==> src/wiper_pkg.sv <==
// shared constants and types for the wiper register serial slave
package wiper_pkg;

	// ************************************************************
	// register map and field layout
	// ************************************************************
	localparam logic [7:0] REG_ADDR_WIPER  = 8'h00;
	localparam logic [7:0] REG_ADDR_RSVD   = 8'h01;
	localparam logic [7:0] REG_ADDR_ACCESS = 8'h02;
	localparam int         ACC_VOL_BIT     = 7;
	localparam int         ACC_SHUTDOWN_CONTROL_BIT    = 6;
	localparam int         ACC_WIP_BIT     = 5;
	localparam logic [4:0] ACC_LOW_ZERO    = 5'h00;

	// ************************************************************
	// reset values
	// ************************************************************
	localparam logic [7:0] WIPER_RESET = 8'h40;
	localparam logic [7:0] STORE_RESET = 8'h40;
	localparam logic       VOL_RESET   = 1'b0;
	localparam logic       SHUTDOWN_CONTROL_RESET  = 1'b1;

	// ************************************************************
	// identification byte and pin synchroniser layout
	// ************************************************************
	localparam logic [4:0] ID_PREFIX   = 5'h0a;
	localparam int         SYNC_W      = 5;
	localparam int         PIN_SCL     = 0;
	localparam int         PIN_SDA     = 1;
	localparam int         PIN_SHUTDOWN_CONTROL_N  = 2;
	localparam int         PIN_ADDR_HI = 3;
	localparam int         PIN_ADDR_LO = 4;
	localparam logic [4:0] SYNC_RESET  = 5'h07;

	// ************************************************************
	// timing
	// ************************************************************
	localparam int CLK_PERIOD_NS    = 10;
	localparam int NV_WRITE_NS      = 20_000_000;
	localparam int NV_WRITE_CYC_DEF = NV_WRITE_NS / CLK_PERIOD_NS;
	localparam int POWERUP_NS       = 1000;
	localparam int POWERUP_CYCLES   = (POWERUP_NS + CLK_PERIOD_NS - 1) / CLK_PERIOD_NS;

	// ************************************************************
	// bus interface states
	// ************************************************************
	typedef enum logic [3:0] {
		ST_IDLE, ST_ID, ST_ID_ACK, ST_ADDR, ST_ADDR_ACK,
		ST_WDATA, ST_WDATA_ACK, ST_RDATA, ST_RACK, ST_IGNORE
	} bus_state_t;

endpackage

==> src/i2c_wiper_register_slave.sv <==
// serial bus slave holding the wiper, initial-value and access control registers
//
// Contract
// - wiper code 00h is nearest the low terminal, 7Fh the high, monotonic between
// - power-up presets wiper to 40h, then reloads it from the initial-value store
// - address 0 is store/wiper pair, 1 reserved, 2 access control
// - volatile-select bit 7 routes address 0: 0 store, 1 wiper only; default 0
// - writing the initial-value store also writes the wiper register
// - access control bit 6 is shutdown control, default 1, 0 shuts down
// - normal only when shutdown pin high and control bit 1; registers stay reachable
// - access control bit 5 reads 1 while a stored write runs
// - while write-in-progress, writes to wiper and access control are rejected
// - slave only: never starts transfers, never drives the serial clock
// - bytes move most significant bit first both ways
// - data changes with clock low; data edges with clock high are start/stop
// - data pin released after power-up; starts ignored until power-up done
// - a stop returns the interface to idle
// - receiver pulls data low on ninth clock; transmitter releases after eighth bit
// - acknowledge valid id byte, address byte and each write data byte
// - id byte is 01010, two address pin levels, then direction bit
// - stored write starts at stop, lasts up to 20ms, flag set meanwhile
// - device sends bytes while master acknowledges; master ends with stop
`timescale 1ns/1ns
`default_nettype none
module i2c_wiper_register_slave
	import wiper_pkg::*;
#(
	parameter int NV_WRITE_CYCLES = NV_WRITE_CYC_DEF
) (
	// clock and power-up reset
	input  wire logic       clk,
	input  wire logic       rst,
	// serial bus pins, data is open drain
	input  wire logic       scl_i,
	input  wire logic       sda_i,
	output logic            sda_o,
	output logic            sda_oe,
	// strap and control pins
	input  wire logic       addr_pin_hi,
	input  wire logic       addr_pin_lo,
	input  wire logic       shutdown_pin_n,
	// potentiometer side
	output logic [6:0]      wiper_code,
	output logic            shutdown_active,
	output logic            write_in_progress
);
	// ************************************************************
	// declarations
	// ************************************************************
	localparam int TW = $clog2(NV_WRITE_CYCLES + 1);
	localparam int LW = $clog2(POWERUP_CYCLES + 1);

	logic [SYNC_W-1:0] pins_s;
	logic              scl_s;
	logic              sda_s;
	logic              scl_p_q;
	logic              sda_p_q;
	logic              scl_rise;
	logic              scl_fall;
	logic              start_det;
	logic              stop_det;
	logic              byte_end;
	logic              id_ok;
	logic              rx_state;
	logic              cnt_state;
	logic              wr_fire;
	logic              wr_allow;
	logic              load_done;
	logic [7:0]        acc_rd;
	logic [7:0]        rd_data;
	logic [7:0]        byte_rx;
	bus_state_t        state_q;
	bus_state_t        state_d;
	logic [3:0]        cnt_q;
	logic [7:0]        sh_q;
	logic [7:0]        tx_q;
	logic [7:0]        ptr_q;
	logic              rw_q;
	logic              more_q;
	logic              ready_q;
	logic [LW-1:0]     load_cnt_q;
	logic [7:0]        wiper_q;
	logic [7:0]        store_q;
	logic              vol_q;
	logic              shutdown_control_q;
	logic              wip_q;
	logic              nv_pend_q;
	logic [TW-1:0]     nv_cnt_q;

	// ************************************************************
	// pin synchronisers
	// ************************************************************
	pin_sync #(
		.W       (SYNC_W),
		.RST_VAL (SYNC_RESET)
	) u_sync (
		.clk     (clk),
		.rst     (rst),
		.async_i ({addr_pin_lo, addr_pin_hi, shutdown_pin_n, sda_i, scl_i}),
		.sync_o  (pins_s)
	);

	assign scl_s = pins_s[PIN_SCL];
	assign sda_s = pins_s[PIN_SDA];

	// previous samples for edge and condition detection
	always_ff @(posedge clk or posedge rst) begin
		if (rst) begin
			scl_p_q <= 1'b1;
			sda_p_q <= 1'b1;
		end else begin
			scl_p_q <= scl_s;
			sda_p_q <= sda_s;
		end
	end

	// ************************************************************
	// bus event decode
	// ************************************************************
	assign scl_rise  = scl_s & ~scl_p_q;
	assign scl_fall  = ~scl_s & scl_p_q;
	// a data edge while the clock stays high is a start or stop condition
	assign start_det = ready_q & scl_s & scl_p_q & sda_p_q & ~sda_s;
	assign stop_det  = ready_q & scl_s & scl_p_q & ~sda_p_q & sda_s;
	// gated by the counting states so the ack clock's fall still clears the count
	assign byte_end  = scl_fall & (cnt_q == 4'h8) & cnt_state;
	assign byte_rx   = sh_q;
	assign id_ok     = (sh_q[7:3] == ID_PREFIX)
		& (sh_q[2:1] == {pins_s[PIN_ADDR_HI], pins_s[PIN_ADDR_LO]});
	assign rx_state  = (state_q == ST_ID) | (state_q == ST_ADDR) | (state_q == ST_WDATA);
	assign cnt_state = rx_state | (state_q == ST_RDATA);
	assign wr_fire   = (state_q == ST_WDATA) & byte_end;
	assign wr_allow  = wr_fire & ~wip_q;

	// ************************************************************
	// register read path
	// ************************************************************
	assign acc_rd  = {vol_q, shutdown_control_q, wip_q, ACC_LOW_ZERO};
	// address 0 is routed by the volatile-select bit, reserved reads zero
	assign rd_data = (ptr_q == REG_ADDR_WIPER)  ? (vol_q ? wiper_q : store_q) :
		(ptr_q == REG_ADDR_ACCESS) ? acc_rd : 8'h00;

	// ************************************************************
	// bus state machine
	// ************************************************************
	always_comb begin
		state_d = state_q;
		if (!ready_q) begin
			state_d = ST_IDLE;
		end else if (start_det) begin
			state_d = ST_ID;
		end else if (stop_det) begin
			state_d = ST_IDLE;
		end else begin
			case (state_q)
				ST_ID: begin
					if (byte_end) begin
						state_d = id_ok ? ST_ID_ACK : ST_IGNORE;
					end
				end
				ST_ID_ACK: begin
					if (scl_fall) begin
						state_d = rw_q ? ST_RDATA : ST_ADDR;
					end
				end
				ST_ADDR: begin
					if (byte_end) begin
						state_d = ST_ADDR_ACK;
					end
				end
				ST_ADDR_ACK: begin
					if (scl_fall) begin
						state_d = ST_WDATA;
					end
				end
				ST_WDATA: begin
					if (byte_end) begin
						state_d = ST_WDATA_ACK;
					end
				end
				ST_WDATA_ACK: begin
					if (scl_fall) begin
						state_d = ST_WDATA;
					end
				end
				ST_RDATA: begin
					if (byte_end) begin
						state_d = ST_RACK;
					end
				end
				ST_RACK: begin
					if (scl_fall) begin
						state_d = more_q ? ST_RDATA : ST_IGNORE;
					end
				end
				ST_IDLE, ST_IGNORE: begin
					state_d = state_q;
				end
				default: begin
					state_d = ST_IDLE;
				end
			endcase
		end
	end

	always_ff @(posedge clk or posedge rst) begin
		if (rst) begin
			state_q <= ST_IDLE;
		end else begin
			state_q <= state_d;
		end
	end

	// ************************************************************
	// bit counter, shifters and transfer context
	// ************************************************************
	// bits counted on rising clock; byte handled at the falling edge after bit 8
	always_ff @(posedge clk or posedge rst) begin
		if (rst) begin
			cnt_q <= 4'h0;
		end else if (start_det || (state_d != state_q && !byte_end)) begin
			cnt_q <= 4'h0;
		end else if (scl_rise && cnt_state) begin
			cnt_q <= cnt_q + 4'h1;
		end
	end

	// receive shift, most significant bit first
	always_ff @(posedge clk or posedge rst) begin
		if (rst) begin
			sh_q <= 8'h00;
		end else if (scl_rise && rx_state) begin
			sh_q <= {sh_q[6:0], sda_s};
		end
	end

	// transmit shift: load on entering a data byte, advance on each falling clock except the one that ends the byte
	always_ff @(posedge clk or posedge rst) begin
		if (rst) begin
			tx_q <= 8'hff;
		end else if (state_d == ST_RDATA && state_q != ST_RDATA) begin
			tx_q <= rd_data;
		end else if (state_q == ST_RDATA && scl_fall && !byte_end) begin
			tx_q <= {tx_q[6:0], 1'b1};
		end
	end

	// direction, register pointer and master acknowledge capture
	always_ff @(posedge clk or posedge rst) begin
		if (rst) begin
			rw_q   <= 1'b0;
			ptr_q  <= REG_ADDR_WIPER;
			more_q <= 1'b0;
		end else begin
			if (state_q == ST_ID && byte_end) begin
				rw_q <= byte_rx[0];
			end
			if (state_q == ST_ADDR && byte_end) begin
				ptr_q <= byte_rx;
			end
			if (state_q == ST_RACK && scl_rise) begin
				more_q <= ~sda_s;
			end
		end
	end

	// ************************************************************
	// power-up sequence
	// ************************************************************
	// the reload waits until stored data is readable, and the bus waits too
	always_ff @(posedge clk or posedge rst) begin
		if (rst) begin
			load_cnt_q <= LW'(POWERUP_CYCLES);
			ready_q    <= 1'b0;
		end else if (load_cnt_q != '0) begin
			load_cnt_q <= load_cnt_q - LW'(1);
			ready_q    <= (load_cnt_q == LW'(1));
		end
	end

	assign load_done = (load_cnt_q == LW'(1));

	// ************************************************************
	// register file
	// ************************************************************
	// wiper reload at power-up, direct or mirrored writes afterwards
	always_ff @(posedge clk or posedge rst) begin
		if (rst) begin
			wiper_q <= WIPER_RESET;
		end else if (load_done) begin
			wiper_q <= store_q;
		end else if (wr_allow && ptr_q == REG_ADDR_WIPER) begin
			wiper_q <= byte_rx;
		end
	end

	// the store models non-volatile memory; reset only sets its simulation start
	always_ff @(posedge clk or posedge rst) begin
		if (rst) begin
			store_q <= STORE_RESET;
		end else if (wr_allow && ptr_q == REG_ADDR_WIPER && !vol_q) begin
			store_q <= byte_rx;
		end
	end

	// access control: only bits 7 and 6 are writable
	always_ff @(posedge clk or posedge rst) begin
		if (rst) begin
			vol_q  <= VOL_RESET;
			shutdown_control_q <= SHUTDOWN_CONTROL_RESET;
		end else if (wr_allow && ptr_q == REG_ADDR_ACCESS) begin
			vol_q  <= byte_rx[ACC_VOL_BIT];
			shutdown_control_q <= byte_rx[ACC_SHUTDOWN_CONTROL_BIT];
		end
	end

	// ************************************************************
	// self-timed stored write
	// ************************************************************
	// a stored write is only armed by the data byte; it starts on the stop
	always_ff @(posedge clk or posedge rst) begin
		if (rst) begin
			nv_pend_q <= 1'b0;
			wip_q     <= 1'b0;
			nv_cnt_q  <= '0;
		end else if (stop_det && nv_pend_q) begin
			nv_pend_q <= 1'b0;
			wip_q     <= 1'b1;
			nv_cnt_q  <= TW'(NV_WRITE_CYCLES);
		end else begin
			if (start_det) begin
				nv_pend_q <= 1'b0;
			end else if (wr_allow && ptr_q == REG_ADDR_WIPER && !vol_q) begin
				nv_pend_q <= 1'b1;
			end
			if (wip_q) begin
				nv_cnt_q <= nv_cnt_q - TW'(1);
				wip_q    <= (nv_cnt_q != TW'(1));
			end
		end
	end

	// ************************************************************
	// outputs
	// ************************************************************
	// open drain: only ever pull low; the clock pin has no driver at all
	assign sda_o  = 1'b0;
	assign sda_oe = (state_q == ST_ID_ACK) | (state_q == ST_ADDR_ACK)
		| (state_q == ST_WDATA_ACK) | ((state_q == ST_RDATA) & ~tx_q[7]);
	// higher code moves the wiper toward the high terminal
	assign wiper_code        = wiper_q[6:0];
	assign shutdown_active   = ~(pins_s[PIN_SHUTDOWN_CONTROL_N] & shutdown_control_q);
	assign write_in_progress = wip_q;
endmodule
`default_nettype wire

==> src/pin_sync.sv <==
// two-flop synchronisers for pins arriving from outside the clock domain
`timescale 1ns/1ns
`default_nettype none
module pin_sync #(
	parameter int         W       = 1,
	parameter logic [W-1:0] RST_VAL = '0
) (
	// clock and reset
	input  wire logic         clk,
	input  wire logic         rst,
	// pins in, synchronised levels out
	input  wire logic [W-1:0] async_i,
	output var  logic [W-1:0] sync_o
);
	logic [W-1:0] meta_q;

	// one stage pair per pin; the first stage feeds only the second
	for (genvar i = 0; i < W; i++) begin : g_bit
		always_ff @(posedge clk or posedge rst) begin
			if (rst) begin
				meta_q[i] <= RST_VAL[i];
				sync_o[i] <= RST_VAL[i];
			end else begin
				meta_q[i] <= async_i[i];
				sync_o[i] <= meta_q[i];
			end
		end
	end
endmodule
`default_nettype wire

==> config.mk <==
export PLATFORM = sky130hd
export DESIGN_NAME = i2c_wiper_register_slave
export DESIGN_NICKNAME = d
export VERILOG_FILES = /design/src/wiper_pkg.sv /design/src/i2c_wiper_register_slave.sv /design/src/pin_sync.sv
export SDC_FILE = /design/constraint.sdc
export NUM_CORES = 1
export LEC_CHECK = 0
export BUFFER_PORTS_ARGS = -buffer_cell sky130_fd_sc_hd__buf_2
export CORE_ASPECT_RATIO = 0.5
export CORE_MARGIN = 5
export CORE_UTILIZATION = 45
export DETAILED_ROUTE_END_ITERATION = 6
export SYNTH_ARGS = -nofsm -noshare
export SYNTH_HDL_FRONTEND = slang
export SYNTH_HIERARCHICAL = 1
export SYNTH_SLANG_ARGS = --single-unit
==> constraint.sdc <==
create_clock -name clk -period 7.7 [get_ports clk]
set_clock_uncertainty 0.05 [all_clocks]
set_input_delay 1.54 -clock clk [delete_from_list [all_inputs] [get_ports clk]]
set_output_delay 1.54 -clock clk [all_outputs]
set_load 0.02 [all_outputs]
**Yosys cells after proc, flatten, opt, wreduce, memory -nomap -nowiden**

Index checks and enable logic that the tools add are counted.

- Output and inout port bits: 11
- Input bits: 7
- Word-level logic and storage cells: 133
- Register bits after elaboration: 95

- Mux-type cells: 30
- Reductions and logical operators: 26
- Add/sub/neg operators: 3
- Equal/unequal tests: 18
- Bitwise logic cells: 28

Operators with widths:

| kind | number |
|---|---|
| 4-bit two-way mux | 14 |
| 8-bit two-way mux | 7 |
| 21-bit two-way mux | 2 |
| 4-bit one-hot mux with 8 select lines | 1 |
| 21-bit by 1-bit != test with 1-bit output (second input constant) | 1 |
| 21-bit by 1-bit subtractor with 21-bit output (second input constant) | 1 |
| 4-bit by 3-bit equality test with 1-bit output (second input constant) | 5 |
| 1-bit AND | 15 |
| 1-bit logical AND | 13 |
| 4-bit equality test (second input constant) | 3 |
| 4-bit by 2-bit equality test with 1-bit output (second input constant) | 2 |
| 8-bit by 2-bit equality test with 1-bit output (second input constant) | 1 |
| 8-bit logical NOT | 1 |
| 2-bit nonzero test | 4 |
| 7-bit by 1-bit equality test with 1-bit output (second input constant) | 1 |
| 1-bit NOT | 7 |
| 7-bit nonzero test | 1 |
| 7-bit by 1-bit subtractor with 7-bit output (second input constant) | 1 |
| 1-bit OR | 6 |
| 5-bit by 4-bit equality test with 1-bit output (second input constant) | 1 |
| 1-bit two-way mux | 5 |
| 4-bit by 1-bit adder with 4-bit output (second input constant) | 1 |
| 4-bit by 1-bit equality test with 1-bit output (second input constant) | 1 |
| 4-bit logical NOT | 1 |
| 8 further kinds | 10 |

**Logic depth before layout (Yosys ltp)**

Gate-level depths: netlist of the first run.

- Depth in word-level cells: 14
- Gate-level depth with buffers: 10
- Depth with buffers taken out: 8

**Modules after synthesis**

The synthesis of the first run kept the hierarchy.

By module, submodules not included:

| module | seq. area each (um2) | times used | cells each | area each (um2) |
|---|---|---|---|---|
| i2c_wiper_register_slave | 2,147.1 | 1 | 425 | 4,454.3 |
| pin_sync | 257.7 | 1 | 11 | 261.5 |

**Least setup slack after synthesis of the first run**

No wires, ideal clock.

- Path kind: reg-to-output
- Start: reg state_q[2]
- End: out sda_oe
- Required time: 6.110 ns
- Path slack: 4.830 ns
- Path buffers: 1
- Cell stages (with the launch flop): 5
- Arrival: 1.280 ns
- Cell sequence: dfrtp_1 -> buf_1 -> nor2_1 -> o22a_1 -> nor2_1

- Cells in the longest elaborated chain, start to end: 4
- Elaborated cells between the ends (all ways): 8
- Classes of those cells: eq/ne (4); bitwise (4)

Ends and longest elaborated chain:

| what | line | text |
|---|---|---|
| start: declaration | i2c_wiper_register_slave.sv:72 | `bus_state_t state_q;` |
| start signal: assignment | i2c_wiper_register_slave.sv:210 | `state_q <= state_d;` |
| 4-bit by 2-bit equality test with 1-bit output / 4-bit by 3-bit equality test with 1-bit output (equally long branches) | i2c_wiper_register_slave.sv:348 | `assign sda_oe = (state_q == ST_ID_ACK) \| (state_q == ST_ADDR_ACK)` |
| 1-bit OR | i2c_wiper_register_slave.sv:348 |  |
| 1-bit OR | i2c_wiper_register_slave.sv:349 | `\| (state_q == ST_WDATA_ACK) \| ((state_q == ST_RDATA) & ~tx_q[7]);` |
| 1-bit OR * | i2c_wiper_register_slave.sv:349 |  |
| end: declaration | i2c_wiper_register_slave.sv:37 | `output logic sda_oe,` |

Every way passes the cells marked *; elsewhere a longest branch is shown, timed or not.

**Final worst setup path of the first run**

Ends and elaborated chain as after synthesis.

==> results of run 1 <==
worst max path at each step:
stage	cells past startpoint	end	start
after CTS	4	sda_oe	state_q[2]
final	4	sda_oe	state_q[2]
after global routing	4	sda_oe	state_q[2]
after global placement	5	store_q[3]	state_q[3]
after detailed placement	5	store_q[3]	state_q[3]
after floorplan	1	byte_rx[0]	rst
critical path, cell delays in order, from the launching register on:
cell     delay [ns]
dfrtp_1        0.59
nor2_1         0.18
o22a_1         0.23
nor2_1         0.09
buf_2          0.18
final cells by class:
cell class                 count  area, um^2  share of cell area (%)
inverter                      13        50.0                   0.979
clock buffer                  10         239                    4.67
timing repair buffer          17        87.6                    1.71
tap                          140         175                    3.43
multi-input combinational    303        2110                    41.2
sequential                    95        2400                    47.0
clock inverter                 6        50.0                   0.979
metrics by stage:
step / power (mW) / hold slack [ns]
after floorplan: 0.525 / 0.281
after global placement: 0.531 / 0.281
after detailed placement: 0.531 / 0.285
after CTS: 0.968 / 0.301
after global routing: 0.989 / 0.310
final: 0.949 / 0.299
layer usage:
| layer | track usage, % | share of wire (%) |
|---|---|---|
| met5 | 0 | 0 |
| met4 | 4.76 | 1.0 |
| met3 | 3.28 | 3.0 |
| met2 | 24.7 | 44 |
| met1 | 22.0 | 52 |
cells by family (layout without fill, tap and decap cells):
logic type      Yosys count  in the layout  synth area share [%]
buf+inv                  38             46                  4.35
other cells               1              1                0.0795
fa+ha+maj                 6              6                  1.59
flops                    95             95                  51.0
simple gates            156            156                  18.0
compound gates           66             66                  8.57
xor+xnor                 27             27                  5.01
mux                      47             47                  11.4
power groups by stage:
stage / sequential, mW / clock (mW) / combinational, mW
final: 0.507 / 0.428 / 0.0142
after global routing: 0.507 / 0.465 / 0.0170
after CTS: 0.507 / 0.446 / 0.0153
after detailed placement: 0.516 / 0 / 0.0153
after global placement: 0.516 / 0 / 0.0153
after floorplan: 0.515 / 0 / 0.0108
registers in the layout, indices dropped and copies added (netlist names):
name and cells:
cnt_q 4, byte_rx 8, wiper_q 8, tx_q 8, vol_q 1, store_q 8, load_cnt_q 7, u_sync/meta_q 5
nv_pend_q 1, ptr_q 8, sda_p_q 1, rw_q 1, u_sync/sync_o 5, scl_p_q 1, ready_q 1, write_in_progress 1
shutdown_control_q 1, more_q 1, state_q 4, nv_cnt_q 21
cells in the mapped netlist (2+ instances only):
cell	instances
and2_1	3
dfstp_2	22
o22a_1	2
or3_1	8
mux2_4	8
a21oi_1	20
buf_1	2
inv_1	13
nor4_1	4
dfrtp_1	73
o21ai_0	23
or4_1	2
o221ai_1	2
nand3b_1	5
xor2_1	10
or2_2	2
nor2_1	38
nand2b_1	5
nand2_1	36
nor2b_1	2
nand3_1	9
clkbuf_1	8
mux2i_1	17
nor4b_1	2
ha_1	6
nor3b_1	5
buf_2	4
nor4bb_1	3
a211oi_1	2
nand4_1	3
mux2_2	22
buf_4	9
and3_1	2
o211ai_1	3
xnor2_1	17
nor3_1	16
cell usage in the layout, fill, tap and decap left out, types with 12 or more instances in the layout:
| master | instances |
|---|---|
| dfrtp_1 | 73 |
| nor2_1 | 38 |
| nand2_1 | 36 |
| o21ai_0 | 23 |
| mux2_2 | 22 |
| dfstp_2 | 22 |
| a21oi_1 | 20 |
| mux2i_1 | 17 |
| xnor2_1 | 17 |
| nor3_1 | 16 |
| buf_2 | 16 |
| inv_1 | 12 |
==> results.yml, run 1 <==
run_status:
  outcome: "finished clean"
placement:
  io_buffers: 16
  placed_cell_area_mm2: 0.00482
  pre_cts_slack_ns: 4.75
  dp.cells: 568
  gp_congestion: 0.848
  dp_hpwl_um: 6330
synth:
  synth.net_count: 449
  yosysSeqAreaShare_pct: 51.0
  synth_cell_types: 64
  syn_inst: 436
  postSynth.asyncResetShare_pct: 100
  avgSynthCellArea_um2: 10.8
  ys_ff_latch: 95
  dominantRegCellSynth: "dfrtp_1"
  synthTopCellsByArea: "dfrtp_1 (39%), dfstp_2 (12%), mux2_2 (5.3%)"
  synth_edf_count: 0
  synth_area_mm2: 0.00472
  yosys.area.top_type: "dfrtp_1"
  yosysWarnings: 6
  synth_top_area_share_pct: 38.7
routing:
  vias_per_cell: 5.20
  drc: 0
  drt_iter0_drc: 174
  dr_total_vias: 3038
  drt-wirelength-per-cell_um: 15.4
  routed_wl_um: 8970
  dr.pass1.iters: 5
  ant_nets: 0
hold_path:
  min_from: "u_sync/meta_q[3]"
  whs_endpoint: "u_sync/sync_o[3]"
  min_path_type: "reg2reg"
  min_path_cells: 0
timing:
  min_period_ns: 3.19
  rsz0062_at_grt: "false"
  final.period_utilization_pct: 41.4
  max_freq_mhz: 313
  setup_viol: 0
  drv_slew: 0
  max-slew-margin-rel_pct: 23.4
  worst_pin_slew_ns: 1.14
  hold_viol: 0
  setup_ws_ns: 4.51
  setup-tns-final_ns: 0
layout:
  final_cell_area_mm2: 0.00511
  fin_cells: 584
  final_util_pct: 50.0
  fill_cells: 942
  diodes: 0
  area_growth_pct: 8.41
  fin_nets: 452
  drive_above_1_share_pct: 22.1
clock_network:
  clk_pin_slew_worst_paths_ns: 0.07
  clk_path_buf_depth: 2
  cts_sinks: 95
  cts_hold_buf: 0
  cts_buffers: 9
  cts-root-buf: "clkbuf_16"
  post-cts-setup-buffers: 0
  clk-insertion-delay-late_ns: 0.34
  ctsResizeCount: 0
  h-tree-depth: 3
  cts_tree: "yes"
grt:
  grt_usage_pct: 15.7
  grt_max_degree: 68
  grt_pass1_wl_um: 15800
  antenna_found_initial: 0
  overflow: 0
  grt_pass1_vias: 3053
worst_setup_path:
  r2r_slack_ns: 4.72
  required_ns: 6.11
  start_kind: "flop"
  reg2reg_to: "store_q[5]"
  r2r_cells: 5
  cp_max_fo: 13
  critPathCaptureType: "primary output"
  r2r-start: "state_q[3]"
  arrival_ns: 1.60
  crit_type: "reg2out"
floorplanning:
  die_area_mm2: 0.0128
  std_cell_rows: 26
  start_util_pct: 46.2
  core_mm2: 0.0102
  die_y_um: 82.4
  boundaryPins: 18
  die_x_um: 155
flow_run:
  drv_cap: 0
power:
  p_seq_share_pct: 53.4
  pwr-share-comb_pct: 1.5
  swShare_pct: 22.1
  p_clk_share_pct: 45.1
  power_switching_uw: 210
  power_leakage_nw: 2.35
  cellPowerDensity_mw_per_mm2: 186
  p_int_uw: 740
  peakVddDrop_mv: 0.120
Note: power is estimated with default switching activity, not from simulation.
==> run 2, diff against run 1 <==
- ABC_AREA: not set -> 1
- clock period: 7.7 -> 3.18 ns (I/O delays scaled with it)
==> run 2 against run 1 <==
Against the previous run:
- clock power grew to 2.5 times the previous value
- design area grew 5.0%
- setup slack lost 4.0 ns
==> results.yml, run 2 <==
timing:
  setup-tns-final_ns: 0
  min_period_ns: 2.66
  rsz0062_at_grt: "false"
  max_freq_mhz: 376
  hold_viol: 0
  setup_viol: 0
  final.period_utilization_pct: 83.7
  max-slew-margin-rel_pct: 49.1
  worst_pin_slew_ns: 0.763
  drv_slew: 0
clock_network:
  post-cts-setup-buffers: 0
  clk-insertion-delay-late_ns: 0.34
  clk_path_buf_depth: 2
  cts_sinks: 95
  ctsResizeCount: 0
  clk_pin_slew_worst_paths_ns: 0.07
  cts-root-buf: "clkbuf_16"
  cts_tree: "yes"
  cts_buffers: 9
  cts_hold_buf: 0
  h-tree-depth: 3
routing:
  drc: 0
  drt-wirelength-per-cell_um: 13.6
  dr_total_vias: 3633
  dr.pass1.iters: 5
  drt_iter0_drc: 199
  routed_wl_um: 10100
  vias_per_cell: 4.90
  ant_nets: 0
hold_path:
  min_path_type: "in2async"
synth:
  synth_edf_count: 0
  dominantRegCellSynth: "dfrtp_1"
  avgSynthCellArea_um2: 8.48
  synth_cell_types: 52
  postSynth.asyncResetShare_pct: 100
  syn_inst: 582
  synthTopCellsByArea: "dfrtp_1 (37%), dfstp_2 (12%), nand2_1 (9.7%)"
  yosys.area.top_type: "dfrtp_1"
  ys_ff_latch: 95
  yosysSeqAreaShare_pct: 48.7
  synth_area_mm2: 0.00493
  synth_most_common_cell: "nand2_1"
  synth.net_count: 595
  synth_top_area_share_pct: 37.0
  yosysWarnings: 6
  netlist_top_cells_count: "nand2_1 (127), dfrtp_1 (73), inv_1 (70)"
grt:
  grt_pass1_wl_um: 17900
  grt_usage_pct: 16.8
  antenna_found_initial: 0
  overflow: 0
  grt_max_degree: 44
  grt_pass1_vias: 3651
floorplanning:
  std_cell_rows: 27
  core_mm2: 0.0108
  boundaryPins: 18
  die_area_mm2: 0.0133
  start_util_pct: 45.5
  die_x_um: 158
  die_y_um: 84.0
layout:
  mostFrequentLayoutCells: "nand2_1 (127), dfrtp_1 (73), inv_1 (69)"
  fin_nets: 605
  area_growth_pct: 8.78
  diodes: 0
  regMostFlops: "nv_cnt_q"
  largest_reg_flops: 21
  drive_above_1_share_pct: 16.9
  final_common_cell: "nand2_1"
worst_setup_path:
  cp_top_family: "flip-flops"
  critPathSlowestCell: "dfrtp_1"
  path_cells: "inv_2 > nor2_2 > nand2_1 > o21ai_0 > buf_2"
  critPathCaptureType: "primary output"
  arrival_ns: 1.98
  start_kind: "flop"
  cp_max_fo: 9
  required_ns: 2.49
  crit_buf_inv: 2
  crit_type: "reg2out"
  max_stage_delay_ns: 0.58
power:
  p_int_mw: 1.86
  peakVddDrop_mv: 0.236
  pwr-share-comb_pct: 1.7
  p_seq_share_pct: 52.2
  swShare_pct: 20.6
  p_clk_share_pct: 46.1
  power_switching_uw: 484
  power_leakage_nw: 2.76
  finalPower_mw: 2.35
  cellPowerDensity_mw_per_mm2: 437
placement:
  dp_hpwl_um: 7280
  gp_congestion: 0.864
  io_buffers: 16
run_status:
  outcome: "finished clean"
flow_run:
  drv_cap: 0
-- run 2: cell types whose count changed in the layout (fill, tap and decap cells not counted), sizes merged, moves of 15 or more --
cell and change:
xnor2 -15, nand3 +22, o21ai +43, inv +60, nor2 +34, mux2 -30, nand2 +102
-- run 2: power groups by stage --
stage          combinational, mW  sequential (mW)  clock (mW)
6_report                  0.0387             1.23        1.08
5_1_grt                   0.0465             1.23        1.17
4_1_cts                   0.0411             1.23        1.12
3_5_place_dp              0.0409             1.25           0
3_3_place_gp              0.0412             1.25           0
2_1_floorplan             0.0256             1.25           0
-- run 2: kinds of logic after synthesis --
family / after synthesis / share of synthesized area (%)
AOI/OAI and AO/OA: 112 / 13.2
xor gates and xnor gates: 6 / 1.07
adders and majority gates: 6 / 1.52
buffers and inverters: 97 / 9.56
DFF: 95 / 48.7
muxes: 3 / 0.609
other: 1 / 0.0760
and+or+nand+nor: 262 / 25.2
-- run 2: final timing paths --
path,end,slack [ns],startpoint,cells after the start
setup / recovery,sda_oe,0.52,state_q[2],5
hold / removal,u_sync/meta_q[3],0.22,rst,2
setup reg to reg,store_q[2],0.80,cnt_q[0],12
hold reg to reg,u_sync/sync_o[1],0.30,u_sync/meta_q[1],0
max in group asynchronous,wiper_q[6],1.98,rst,3
min in group clk,u_sync/sync_o[1],0.30,u_sync/meta_q[1],0
-- run 2: per-stage QoR --
| step | hold slack (ns) | instances | setup WS (ns) | instance area [um^2] | util (%) |
|---|---|---|---|---|---|
| after floorplan | 0.281 | 582 | 0.327 | 4930 | - |
| after global placement | 0.286 | 726 | 0.876 | 5060 | 46.7 |
| after detailed placement | 0.290 | 726 | 0.795 | 5060 | 46.7 |
| after CTS | 0.226 | 742 | 0.575 | 5370 | 49.5 |
| after global routing | 0.271 | 742 | 0.395 | 5370 | 49.5 |
| final | 0.222 | 742 | 0.518 | 5370 | 49.5 |
-- run 2: layout make-up --
| cell class | instances | area [um^2] |
|---|---|---|
| clock inverters | 4 | 55.1 |
| clock buffers | 12 | 246 |
| well taps | 145 | 181 |
| multi-input cells | 390 | 2060 |
| inverters | 77 | 307 |
| flip-flops and latches | 95 | 2400 |
| fillers | 1024 | 5480 |
| repair buffers | 19 | 115 |
-- run 2: metal layers --
metal,track usage [%],part of all wire (%),up-vias
li1,-,-,1894
met1,23.9,52,1685
met2,25.4,44,40
met3,5.13,3.6,14
met4,3.64,1.1,0
met5,0,0,-
-- run 2: worst register-to-register path, delay by kind of cell, from the launching register on --
kind	cells	cell delay (ns)
flip-flops	1	0.41
AND/OR/NAND/NOR	8	1.27
AO/OA/AOI/OAI	1	0.06
buffers and inverters	2	0.30
adder cells (fa/ha/maj)	1	0.14
==> run 3, diff against run 2 <==
- clock period: 3.18 -> 2.8 ns (I/O delays scaled with it)
==> run 3 against run 2 <==
Against the previous run:
- core utilization grew 0.18 points
- worst hold slack worse by 0.077 ns
- final cell count is 0.40% higher
- design area rose by 0.37%
- critical endpoint unchanged
==> results.yml, run 3 (same netlist as run 2, synthesis figures left out) <==
clock_network:
  cts_tree: "yes"
  clk-insertion-delay-late_ns: 0.35
  cts-root-buf: "clkbuf_16"
  clk_path_buf_depth: 2
  ctsResizeCount: 0
  cts_buffers: 9
  h-tree-depth: 3
  clk_pin_slew_worst_paths_ns: 0.07
  post-cts-setup-buffers: 0
  cts_sinks: 95
  cts_hold_buf: 0
grt:
  antenna_found_initial: 0
  overflow: 0
  grt_usage_pct: 16.3
  grt_max_degree: 86
  grt_pass1_wl_um: 17300
  grt_pass1_vias: 3370
timing:
  drv_slew: 0
  worst_pin_slew_ns: 0.778
  rsz0062_at_grt: "false"
  max_freq_mhz: 389
  hold_viol: 0
  min_period_ns: 2.57
  final.period_utilization_pct: 91.8
  max-slew-margin-rel_pct: 48.1
  setup-tns-final_ns: 0
  whs_ns: 0.145
  setup_viol: 0
flow_run:
  drv_cap: 0
routing:
  routed_wl_um: 10000
  drt-wirelength-per-cell_um: 13.5
  drt_iter0_drc: 226
  dr_total_vias: 3649
  ant_nets: 0
  drc: 0
  vias_per_cell: 4.90
  dr.pass1.iters: 4
worst_setup_path:
  crit_start: "state_q[1]"
  crit_type: "reg2out"
  r2r_cells: 12
  cp-endpoint: "sda_oe"
  cp_max_fo: 10
  critPathCaptureType: "primary output"
  required_ns: 2.19
  reg2reg_to: "store_q[5]"
  start_kind: "flop"
  r2r_slack_ns: 0.48
  r2r-start: "cnt_q[0]"
  arrival_ns: 1.96
layout:
  fin_nets: 608
  diodes: 0
  final_common_cell: "nand2_1"
  drive_above_1_share_pct: 17.5
  largest_reg_flops: 21
  fin_cells: 745
  mostFrequentLayoutCells: "nand2_1 (127), dfrtp_1 (73), inv_1 (69)"
  final_cell_area_mm2: 0.00539
  regMostFlops: "nv_cnt_q"
  area_growth_pct: 9.18
floorplanning:
  die_y_um: 84.0
  die_area_mm2: 0.0133
  boundaryPins: 18
  die_x_um: 158
  start_util_pct: 45.5
  core_mm2: 0.0108
  std_cell_rows: 27
run_status:
  outcome: "finished clean"
power:
  p_seq_share_pct: 51.9
  cellPowerDensity_mw_per_mm2: 498
  swShare_pct: 21.2
  peakVddDrop_mv: 0.297
  finalPower_mw: 2.68
  pwr-share-comb_pct: 1.6
  power_switching_uw: 568
  power_leakage_nw: 2.77
  p_int_mw: 2.11
  p_clk_share_pct: 46.4
placement:
  dp_hpwl_um: 7210
  io_buffers: 16
  dp.cells: 729
  gp_congestion: 0.813
  placed_cell_area_mm2: 0.00509
hold_path:
  min_path_type: "in2async"
## run 3: cell count changes in the layout (fill, tap and decap cells not counted)
cell	before	now
clkinv_2	1	3
buf_4	2	5
clkbuf_1	2	1
inv_6	0	1
clkinv_4	2	0
## run 3: metrics by stage
step,worst slack (ns),util [%]
2_1_floorplan,0.0230,-
3_3_place_gp,0.568,46.9
3_5_place_dp,0.484,46.9
4_1_cts,0.231,49.7
5_1_grt,0.118,49.7
6_report,0.230,49.7
## run 3: power groups by stage
stage               combinational [mW]  sequential (mW)  clock, mW
floorplan                       0.0291             1.41          0
global placement                0.0463             1.42          0
detailed placement              0.0468             1.42          0
CTS                             0.0467             1.39       1.28
global route                    0.0525             1.39       1.34
finish                          0.0442             1.39       1.24
## run 3: area by class of cell
class / count / area (um^2)
clock buffers: 11 / 243
clock inverters: 5 / 56.3
fillers: 1026 / 5460
inverters: 77 / 307
repair buffers: 22 / 138
multi-input cells: 390 / 2060
well taps: 145 / 181
flip-flops and latches: 95 / 2400
## run 3: worst min-delay path by stage
stage,from,endpoint,slack [ns],depth (start not counted)
after global routing,rst,u_sync/sync_o[4],0.17,2
final,rst,u_sync/sync_o[4],0.15,2
after floorplan,u_sync/meta_q[3],u_sync/sync_o[3],0.28,0
after CTS,rst,u_sync/sync_o[4],0.14,2
after global placement,u_sync/meta_q[3],u_sync/sync_o[3],0.29,0
after detailed placement,u_sync/meta_q[4],u_sync/sync_o[4],0.29,0
## run 3: critical path, cell delays in order, from the launching register on
cell	delay, ns
dfrtp_1	0.64
nand2_1	0.15
inv_1	0.10
nand2_1	0.15
o21ai_0	0.34
buf_2	0.23
## run 3: per-layer routing
metal / vias up / global-route usage, % / share of wire (%) / wire length, um
li1: 1899 / - / - / -
met1: 1694 / 24.6 / 53 / 5340
met2: 44 / 23.3 / 42 / 4210
met3: 12 / 4.04 / 3.4 / 341
met4: 0 / 4.57 / 1.4 / 139
met5: - / 0 / 0 / 0
